--- src/common/slc_pkg.sv ---
// Constants shared by the secure-launch command and status register bank.
// Assumes a 64-bit memory-cycle port with byte enables and 8-byte aligned offsets.
package slc_pkg;
    // Window bases (upper address half)
    localparam logic [15:0] SLC_PRIV_BASE      = 16'hfed2;
    localparam logic [15:0] SLC_PUB_BASE       = 16'hfed3;
    // Register offsets
    localparam logic [15:0] SLC_OFF_STATUS     = 16'h0000;
    localparam logic [15:0] SLC_OFF_ERROR      = 16'h0008;
    localparam logic [15:0] SLC_OFF_PRESENT    = 16'h0010;
    localparam logic [15:0] SLC_OFF_JOINED     = 16'h0020;
    localparam logic [15:0] SLC_OFF_SCRATCH    = 16'h0030;
    localparam logic [15:0] SLC_OFF_PLAT_RST   = 16'h0038;
    localparam logic [15:0] SLC_OFF_PRIV_CLOSE = 16'h0048;
    localparam logic [15:0] SLC_OFF_VERSION    = 16'h0100;
    localparam logic [15:0] SLC_OFF_BASE_LOCK  = 16'h0230;
    localparam logic [15:0] SLC_OFF_BASE_UNLK  = 16'h0238;
    localparam logic [15:0] SLC_OFF_MEM_ENABLE = 16'h00b0;
    localparam logic [15:0] SLC_OFF_PRES_SET   = 16'h00c0;
    localparam logic [15:0] SLC_OFF_PRES_CLR   = 16'h00c8;
    localparam logic [15:0] SLC_OFF_JOIN_SET   = 16'h00d0;
    localparam logic [15:0] SLC_OFF_JOIN_CLR   = 16'h00d8;
    localparam logic [15:0] SLC_OFF_ERR_SET    = 16'h00e0;
    localparam logic [15:0] SLC_OFF_PRIV_OPEN  = 16'h00e8;
    localparam logic [15:0] SLC_OFF_MCFG_CHK   = 16'h00f0;
    localparam logic [15:0] SLC_OFF_MCFG_UNLK  = 16'h00f8;
    // Status register bit positions
    localparam int SLC_ST_MCFG_CHECKED = 11;
    localparam int SLC_ST_PRIV_OPEN    = 7;
    localparam int SLC_ST_MCFG_LOCKED  = 6;
    localparam int SLC_ST_BASE_LOCKED  = 5;
    localparam int SLC_ST_EXIT_DONE    = 1;
    localparam int SLC_ST_ENTRY_DONE   = 0;
    // Error register bit positions
    localparam int SLC_ER_WAKE   = 6;
    localparam int SLC_ER_ALIAS  = 5;
    localparam int SLC_ER_SW4    = 4;
    localparam int SLC_ER_SW3    = 3;
    localparam int SLC_ER_ATTACK = 2;
    localparam int SLC_ER_ROGUE  = 1;
    localparam int SLC_ER_POISON = 0;
    // Error bits that software clears by writing one
    localparam logic [7:0] SLC_ER_W1C_MASK  = 8'h7e;
    // Error bits that the error-set port may set
    localparam logic [7:0] SLC_ER_SET_MASK  = 8'h1c;
    // Reset values
    localparam logic [7:0]  SLC_ERROR_RST   = 8'h00;
    localparam logic [63:0] SLC_MASK_RST    = 64'h0;
    localparam logic [31:0] SLC_SCRATCH_RST = 32'h0;
    // One-byte command access lane pattern
    localparam logic [7:0]  SLC_BE_BYTE0    = 8'h01;
    // Arbitrary neutral chipset revision value
    localparam logic [7:0]  SLC_VERSION_DEF = 8'h01;
endpackage : slc_pkg

--- src/hw/slc_regs.sv ---
// Secure-launch command/status register bank behind a memory-cycle port.
// Assumes one 50 MHz clock, one access per cycle, cycles synchronous to clk.
module slc_regs
    import slc_pkg::*;
#(
    parameter logic [7:0] CHIPSET_VERSION = SLC_VERSION_DEF
)(
    input  wire logic        clk,
    input  wire logic        sys_rst,
    input  wire logic        pci_rst,
    input  wire logic        pwrgood_rst,
    input  wire logic        mem_req,
    input  wire logic        mem_write,
    input  wire logic        mem_special,
    input  wire logic [31:0] mem_addr,
    input  wire logic [7:0]  mem_be,
    input  wire logic [63:0] mem_wdata,
    input  wire logic        memcfg_lock_evt,
    input  wire logic        alias_fault_evt,
    input  wire logic        illegal_dram_read_evt,
    input  wire logic        improper_exit_evt,
    input  wire logic        poison_cycle_evt,
    input  wire logic        ack_secrets_held,
    input  wire logic        ack_no_secrets,
    output logic             rd_valid,
    output logic [63:0]      rd_data,
    output logic             platform_reset_req,
    output logic             remap_lock,
    output logic             base_lock,
    output logic             mem_block,
    output logic             poisoned
);

    // Window decode
    logic        in_special;
    logic        in_private;
    logic        in_public;
    logic        priv_ok;
    logic [15:0] offs;
    logic [63:0] lane_mask;
    logic        wr_priv;
    logic        byte_cmd;
    logic        status_rd;

    // Status and mask state
    logic        mem_config_checked_flag;
    logic        private_open_flag;
    logic        memcfg_locked_flag;
    logic        base_locked_flag;
    logic        exit_done_flag;
    logic        entry_done_flag;
    logic [63:0] present_thread_mask;
    logic [63:0] joined_thread_mask;
    logic [7:0]  error_status;
    logic [31:0] diag_scratch_code;
    logic        after_reset;
    logic [31:0] status_word;
    logic [63:0] next_rd_data;

    // Window selection; ordinary private cycles need the private space open
    assign in_special = mem_addr[31:16] == SLC_PRIV_BASE && mem_special;
    assign in_private = mem_addr[31:16] == SLC_PRIV_BASE && !mem_special
                        && private_open_flag;
    assign in_public  = mem_addr[31:16] == SLC_PUB_BASE;
    assign priv_ok    = in_special || in_private;
    assign offs       = {mem_addr[15:3], 3'b000};
    assign wr_priv    = mem_req && mem_write && priv_ok;
    assign byte_cmd   = mem_be == SLC_BE_BYTE0;
    assign status_rd  = mem_req && !mem_write && (priv_ok || in_public)
                        && offs == SLC_OFF_STATUS;

    // Byte enables widened to a bit mask
    genvar lane;
    generate
        for (lane = 0; lane < 8; lane++)
        begin : g_lane
            assign lane_mask[lane*8 +: 8] = {8{mem_be[lane]}};
        end
    endgenerate

    // Derived join flags
    assign exit_done_flag  = joined_thread_mask == SLC_MASK_RST;
    assign entry_done_flag = joined_thread_mask == present_thread_mask
                             && joined_thread_mask != SLC_MASK_RST;

    // Status word assembly
    always_comb
    begin
        status_word                      = 32'h0000_0000;
        status_word[SLC_ST_MCFG_CHECKED] = mem_config_checked_flag;
        status_word[SLC_ST_PRIV_OPEN]    = private_open_flag;
        status_word[SLC_ST_MCFG_LOCKED]  = memcfg_locked_flag;
        status_word[SLC_ST_BASE_LOCKED]  = base_locked_flag;
        status_word[SLC_ST_EXIT_DONE]    = exit_done_flag;
        status_word[SLC_ST_ENTRY_DONE]   = entry_done_flag;
    end

    // Config-checked flag, cleared by PCI reset
    always_ff @(posedge clk or posedge pci_rst)
    begin
        if (pci_rst)
            mem_config_checked_flag <= 1'b0;
        else if (wr_priv && byte_cmd && offs == SLC_OFF_MCFG_CHK)
            mem_config_checked_flag <= 1'b1;
        else if (wr_priv && byte_cmd && offs == SLC_OFF_MCFG_UNLK)
            mem_config_checked_flag <= 1'b0;
    end

    // Private-open flag; open only by special cycles once closed
    always_ff @(posedge clk or posedge sys_rst)
    begin
        if (sys_rst)
            private_open_flag <= 1'b0;
        else if (wr_priv && byte_cmd && offs == SLC_OFF_PRIV_OPEN)
            private_open_flag <= 1'b1;
        else if (wr_priv && byte_cmd && offs == SLC_OFF_PRIV_CLOSE)
            private_open_flag <= 1'b0;
    end

    // Memory-config lock flag; lock event wins over unlock
    always_ff @(posedge clk or posedge sys_rst)
    begin
        if (sys_rst)
            memcfg_locked_flag <= 1'b0;
        else if (memcfg_lock_evt)
            memcfg_locked_flag <= 1'b1;
        else if (wr_priv && byte_cmd && offs == SLC_OFF_MCFG_UNLK)
            memcfg_locked_flag <= 1'b0;
    end

    // Base lock flag
    always_ff @(posedge clk or posedge sys_rst)
    begin
        if (sys_rst)
            base_locked_flag <= 1'b0;
        else if (wr_priv && byte_cmd && offs == SLC_OFF_BASE_LOCK)
            base_locked_flag <= 1'b1;
        else if (wr_priv && byte_cmd && offs == SLC_OFF_BASE_UNLK)
            base_locked_flag <= 1'b0;
    end

    // Lock outputs to the remap and base register owners
    always_ff @(posedge clk or posedge sys_rst)
    begin
        if (sys_rst)
        begin
            remap_lock <= 1'b0;
            base_lock  <= 1'b0;
        end
        else
        begin
            remap_lock <= memcfg_locked_flag;
            base_lock  <= base_locked_flag;
        end
    end

    // Present mask, only through its set and clear ports
    always_ff @(posedge clk or posedge sys_rst)
    begin
        if (sys_rst)
            present_thread_mask <= SLC_MASK_RST;
        else if (wr_priv && offs == SLC_OFF_PRES_SET)
            present_thread_mask <= present_thread_mask | (mem_wdata & lane_mask);
        else if (wr_priv && offs == SLC_OFF_PRES_CLR)
            present_thread_mask <= present_thread_mask & ~(mem_wdata & lane_mask);
    end

    // Joined mask, only through its set and clear ports
    always_ff @(posedge clk or posedge sys_rst)
    begin
        if (sys_rst)
            joined_thread_mask <= SLC_MASK_RST;
        else if (wr_priv && offs == SLC_OFF_JOIN_SET)
            joined_thread_mask <= joined_thread_mask | (mem_wdata & lane_mask);
        else if (wr_priv && offs == SLC_OFF_JOIN_CLR)
            joined_thread_mask <= joined_thread_mask & ~(mem_wdata & lane_mask);
    end

    // Error status: power-good reset only, sets win over clears
    always_ff @(posedge clk or posedge pwrgood_rst)
    begin
        if (pwrgood_rst)
            error_status <= SLC_ERROR_RST;
        else
        begin
            if (wr_priv && offs == SLC_OFF_ERROR)
                error_status <= error_status
                                & ~(mem_wdata[7:0] & lane_mask[7:0]
                                    & SLC_ER_W1C_MASK);
            if (wr_priv && offs == SLC_OFF_ERR_SET)
                error_status[SLC_ER_SW4:SLC_ER_ATTACK] <=
                    error_status[SLC_ER_SW4:SLC_ER_ATTACK]
                    | mem_wdata[SLC_ER_SW4:SLC_ER_ATTACK];
            if (ack_no_secrets)
                error_status[SLC_ER_WAKE] <= 1'b0;
            if (ack_secrets_held)
                error_status[SLC_ER_WAKE] <= 1'b1;
            if (alias_fault_evt)
                error_status[SLC_ER_ALIAS] <= 1'b1;
            if (illegal_dram_read_evt)
                error_status[SLC_ER_ATTACK] <= 1'b1;
            if (improper_exit_evt)
                error_status[SLC_ER_ROGUE] <= 1'b1;
            if (poison_cycle_evt)
                error_status[SLC_ER_POISON] <= 1'b1;
        end
    end

    // Scratch code, power-good reset only, lanes 0 to 3
    always_ff @(posedge clk or posedge pwrgood_rst)
    begin
        if (pwrgood_rst)
            diag_scratch_code <= SLC_SCRATCH_RST;
        else if (wr_priv && offs == SLC_OFF_SCRATCH)
            diag_scratch_code <= (diag_scratch_code & ~lane_mask[31:0])
                                 | (mem_wdata[31:0] & lane_mask[31:0]);
    end

    // Post-reset window in which a wake error blocks memory
    always_ff @(posedge clk or posedge sys_rst)
    begin
        if (sys_rst)
            after_reset <= 1'b1;
        else if (wr_priv && byte_cmd && offs == SLC_OFF_MEM_ENABLE)
            after_reset <= 1'b0;
    end

    // Memory block and poison outputs
    always_ff @(posedge clk or posedge pwrgood_rst)
    begin
        if (pwrgood_rst)
        begin
            mem_block <= 1'b0;
            poisoned  <= 1'b0;
        end
        else
        begin
            mem_block <= after_reset && error_status[SLC_ER_WAKE];
            poisoned  <= error_status[SLC_ER_POISON];
        end
    end

    // Platform reset request, one cycle per command
    always_ff @(posedge clk or posedge sys_rst)
    begin
        if (sys_rst)
            platform_reset_req <= 1'b0;
        else
            platform_reset_req <= wr_priv && byte_cmd
                                  && offs == SLC_OFF_PLAT_RST;
    end

    // Read mux; public sees a read-only subset
    always_comb
    begin
        next_rd_data = 64'h0;
        if (priv_ok || in_public)
        begin
            if (offs == SLC_OFF_STATUS)
                next_rd_data = {32'h0, status_word};
            else if (offs == SLC_OFF_ERROR)
                next_rd_data = {56'h0, error_status};
            else if (offs == SLC_OFF_PRESENT)
                next_rd_data = present_thread_mask;
            else if (offs == SLC_OFF_JOINED)
                next_rd_data = joined_thread_mask;
            else if (offs == SLC_OFF_SCRATCH)
                next_rd_data = {32'h0, diag_scratch_code & lane_mask[31:0]};
            else if (offs == SLC_OFF_VERSION && priv_ok)
                next_rd_data = {56'h0, CHIPSET_VERSION};
        end
    end

    // Read answer one cycle after the request
    always_ff @(posedge clk or posedge sys_rst)
    begin
        if (sys_rst)
        begin
            rd_valid <= 1'b0;
            rd_data  <= 64'h0;
        end
        else
        begin
            rd_valid <= mem_req && !mem_write;
            rd_data  <= (mem_req && !mem_write) ? next_rd_data : 64'h0;
        end
    end
endmodule : slc_regs

--- config.mk ---
export PLATFORM = sky130hd
export DESIGN_NAME = slc_regs
export DESIGN_NICKNAME = d
export VERILOG_FILES = /design/src/common/slc_pkg.sv /design/src/hw/slc_regs.sv
export SDC_FILE = /design/constraint.sdc
export NUM_CORES = 1
export LEC_CHECK = 0
export BUFFER_PORTS_ARGS = -buffer_cell sky130_fd_sc_hd__buf_2
export CELL_PAD_IN_SITES_DETAIL_PLACEMENT = 0
export CELL_PAD_IN_SITES_GLOBAL_PLACEMENT = 2
export CORE_MARGIN = 2
export CORE_UTILIZATION = 37
export CTS_CLUSTER_SIZE = 10
export DETAILED_ROUTE_END_ITERATION = 10
export GPL_TIMING_DRIVEN = 0
export PLACE_DENSITY_LB_ADDON = 0.05
export SETUP_SLACK_MARGIN = 0.2
export SYNTH_ARGS = -nofsm -noshare
export SYNTH_HDL_FRONTEND = slang
export SYNTH_SLANG_ARGS = --single-unit
export TNS_END_PERCENT = 1
--- constraint.sdc ---
create_clock -name clk -period 6.2 [get_ports clk]
set_input_delay 0.31 -clock clk [delete_from_list [all_inputs] [get_ports clk]]
set_output_delay 0.31 -clock clk [all_outputs]
set_load 0.01 [all_outputs]
# == Yosys cells after proc, flatten, opt, wreduce, memory -nomap -nowiden ==
# Index checks and enable logic that the tools add are counted.
# word_totals
ff_bits,243
output_inout_bits,70
elab_cells,130
in_bits,118
# classes
n_reduce_logical,44
n_eq_ne,22
bitwise_logic,15
mux,27
# op_table
operator,count
two-way mux 64 bit,10
bitwise AND 64 bit,3
bitwise OR 64 bit,2
"equality test 13 x 5 -> 1 bit, second input constant",9
bitwise AND 32 bit,3
equality test 64 bit,1
logical NOT 64 bit,1
NOT 64 bit,1
nonzero test 64 bit,1
"equality test 13 x 3 -> 1 bit, second input constant",3
"equality test 16 bit, second input constant",2
two-way mux 32 bit,1
NOT 32 bit,1
bitwise OR 32 bit,1
"equality test 13 x 7 -> 1 bit, second input constant",2
logical AND 1 bit,25
nonzero test 2 bit,10
logical NOT 16 bit,1
two-way mux 1 bit,14
"equality test 13 x 1 -> 1 bit, second input constant",1
"equality test 13 x 2 -> 1 bit, second input constant",1
"equality test 13 x 4 -> 1 bit, second input constant",1
"equality test 13 x 6 -> 1 bit, second input constant",1
bitwise AND 8 bit,1
9 further kinds,12

# == Depth between registers and ports, before layout ==
# logic_depth
word_depth,13
ltp_mapped,9
mapped_depth_nobuf,5

# == Least setup slack after synthesis ==
# Ideal clock, no wire load.
# synth_path
kind,input to register
start,input port mem_addr[11]
end,register with a tool-made name
cell_stages,7
required_ps,6075
setup_slack_ps,3897
arrival_time_ps,2179
cell_sequence,or4_4 nor4_4 nand4_2 buf_2 buf_6 nor3_2 mux2_2
# synth_lines
element,line,text
"start, declared",slc_regs.sv:15,"input wire logic [31:0] mem_addr,"

==> impl_metrics.csv <==
group,metric,value,unit
status,status,"finished, final reports clean",
pwr,p_per_area,239,nW/um^2
sta,hold_viol,0,
drt,vias,9636,
setup_path,cp.required,6.64,ns
clock_network,cts.clk_slew.worst_paths,0.06,ns
synthesis,synthXorXnorAreaFrac,4.76,%
setup_path,reg2reg_depth,7,
clock_network,cts_resized,0,
pwr,finalPower,3.41,mW
synthesis,synth_compound_area_share,7.49,%
layout,syn_to_final_growth,21.3,%
drt,wl_per_cell,24.0,um
clock_network,clk_latency,0.56,ns
min_path,hp-start,"ack_no_secrets",
grt,gr-total-overflow,0,
pwr,p_switching,0.793,mW
setup_path,worstSetupPathType,"input pin to register",
layout,stdcell_count,1752,
placement,placed_cells,1685,
drt,ant_nets,0,
placement,gp_congestion,0.826,
grt,antenna_found_initial,1,
synthesis,synth_enable_flop_cells,0,
sta,max_freq,0.339,GHz
synthesis,synth_top_family_by_area,"simple AND/OR/NAND/NOR gates",
floorplanning,die_w,182,um
drt,first_pass_iters,6,
synthesis,synth_nets,1220,
synthesis,synth_top_area_cell,"dfrtp_1",
setup_path,reg2reg_from,"private_open_flag$_DFFE_PP0P_",
sta,grt_setup_unrepaired,"no",
min_path,hold-path-cell-count,3,
clock_network,postCtsSetupBuffers,0,
synthesis,avgSynthCellArea,10.7,um^2
setup_path,critPathCaptureType,"register",
placement,dp_hpwl,30.6,mm
clock_network,clockBufferDepth,3,
pwr,swShare,23.3,%
floorplanning,die-area,33200,um^2
drt,avgViaCountPerCell,5.50,
floorplanning,rows,65,
placement,io_buffers,179,
synthesis,async_flop_share,100,%
pwr,combPwrFrac,5.1,%
synthesis,synth.area.top_cells,"dfrtp_1 (51%), mux2_2 (7.8%), mux2i_1 (5.0%)",
setup_path,critPathMaxFanout,9,
pwr,p_leak,6.55,nW
grt,grt_max_degree,108,
synthesis,netlist_area,11800,um^2
synthesis,syn_inst,1102,
layout,mostFrequentLayoutCell,"dfrtp_1",
synthesis,yosysTopAreaCellShare,51.3,%
pwr,clkPwrFrac,48.5,%
layout,final_cell_mix,"dfrtp_1 (241), buf_2 (199), nor3_1 (83)",
grt,grt_pass1_vias,9746,
sta,slew_headroom,23.8,%
synthesis,synthAdderAreaFrac,0,%
grt,grtUsageTotal,25.3,%
drt,drtIter0Drc,730,
pwr,ir_drop,191,uV
floorplanning,core,31500,um^2
setup_path,startpoint_type,"input pin",
synthesis,synthMuxAreaShare,14.2,%
synthesis,synth_cell_types,61,
sta,worst_slew_pin_slew,1.13,ns
synthesis,yosys_most_used_dff,"dfrtp_1",
sta,fin_crit,2.95,ns
drt,route.detailed.drc,0,
clock_network,clkSinkCount,242,
min_path,min_to,"error_status[6]$_DFFE_PP0P_",
pwr,p_int,2.62,mW
sta,period_share,47.5,%
setup_path,rr_endpoint,"rd_data[13]$_DFF_PP0_",
layout,finish.net_count,1447,
clock_network,hold_buffers,14,
synthesis,seq_area_frac_synth,51.5,%
grt,grt_pass1_wl,62.7,mm
floorplanning,io_pins,188,
clock_network,clock-root-buffer,"clkbuf_16",
synthesis,yosys.area_share.simple,17.0,%
clock_network,cts_buffers,30,
sta,fin_skew,0.0115,ns
clock_network,htreeDepth,1,
flow_run,maxCapViolations,0,
setup_path,reg2reg_slack,3.43,ns
floorplanning,die_y,182,um
drt,wl,42.1,mm
setup_path,critPathArrivalTime,3.38,ns
pwr,seq_power_share,46.4,%
floorplanning,initial_core_util,37.4,%
clock_network,cts_tree,"yes",
layout,drive_above_1_share,25.3,%
sta,finalMaxSlewViolations,0,
synthesis,synth_seq_cells,242,
sta,setup_viol,0,
synthesis,ys_warn_count,0,
min_path,min_path_type,"input pin to register",
layout,utilization,45.4,%
[cells in the mapped netlist (all sizes together) (3+ instances only)]
cell type,count
dfrtp,241
mux2,96
nor3,85
nor2,71
inv,68
mux2i,59
nand2,53
clkbuf,50
nand4,49
xnor2,48
nand3,35
a22oi,32
buf,31
nor4,29
a222oi,26
xor2,16
a21oi,13
o21ai,12
and3,11
o31ai,9
nor2b,8
nand2b,7
a31oi,6
and2,6
a211oi,5
a32o,3
and4,3
or2,3
or3,3
or4,3
[per-stage QoR]
| stage | setup TNS [ns] | instance area, um^2 | hold WS, ns | setup slack, ns |
|---|---|---|---|---|
| after CTS | 0 | 14300 | 0.000835 | 3.28 |
| final | 0 | 14300 | 0.0215 | 3.25 |
| after floorplan | 0 | 11800 | 0.0387 | 0.438 |
| after detailed placement | 0 | 13200 | 0.157 | 2.93 |
| after global routing | 0 | 14300 | 0.00338 | 3.08 |
| after global placement | -495.41 | 13200 | 0.157 | -2.52 |
[cell type report]
type                    count  area [um^2]
inverters                  68          263
well taps                 402          503
flip-flops and latches    242         6060
diodes                      2         5.00
clock inverters             4         45.0
clock buffers              47          866
repair buffers            195         1080
fillers                  3080        17200
plain buffers              81          337
multi-input cells         711         5120
[worst max-delay path, stage by stage]
cell and delay, ns:
dlygate4sd3_1 0.54, buf_2 0.16, nor4bb_1 0.95, and4_1 0.32
buf_2 0.27, nor2b_1 0.16, buf_2 0.29, mux2_2 0.37
[power by group through the flow]
stage | clock, mW | sequential (mW) | combinational [mW]
after global placement | 0 | 1.61 | 0.165
final | 1.65 | 1.58 | 0.174
after floorplan | 0 | 1.61 | 0.0731
after detailed placement | 0 | 1.61 | 0.170
after global routing | 1.77 | 1.58 | 0.193
after CTS | 1.70 | 1.58 | 0.177
[how the worst max path moves through the flow]
stage,startpoint,endpoint,slack [ns],depth (start not counted)
floorplan,sys_rst,asynchronous set/reset pin,0.44,1
global placement,sys_rst,asynchronous set/reset pin,-2.52,2
detailed placement,mem_addr[11],rd_data[11]$_DFF_PP0_,2.93,9
CTS,mem_addr[6],register,3.28,8
global route,mem_addr[6],register,3.08,8
finish,mem_addr[6],register,3.25,8
[logic make-up (layout without fill, tap and decap cells)]
logic type | count (synthesis) | in the layout
and+or+nand+nor | 376 | 376
DFF | 242 | 242
muxes | 155 | 155
buffers and inverters | 149 | 395
AOI/OAI and AO/OA | 116 | 116
xor gates and xnor gates | 64 | 64
other | 0 | 2
[per-layer routing]
metal / GRT usage [%] / vias to the layer above / part of all wire [%]
li1: - / 4435 / -
met1: 35.3 / 4848 / 45
met2: 41.6 / 314 / 48
met3: 3.97 / 39 / 5.7
met4: 5.84 / 0 / 1.9
met5: 0 / - / 0
No activity file was read; power rests on OpenSTA's default activity.
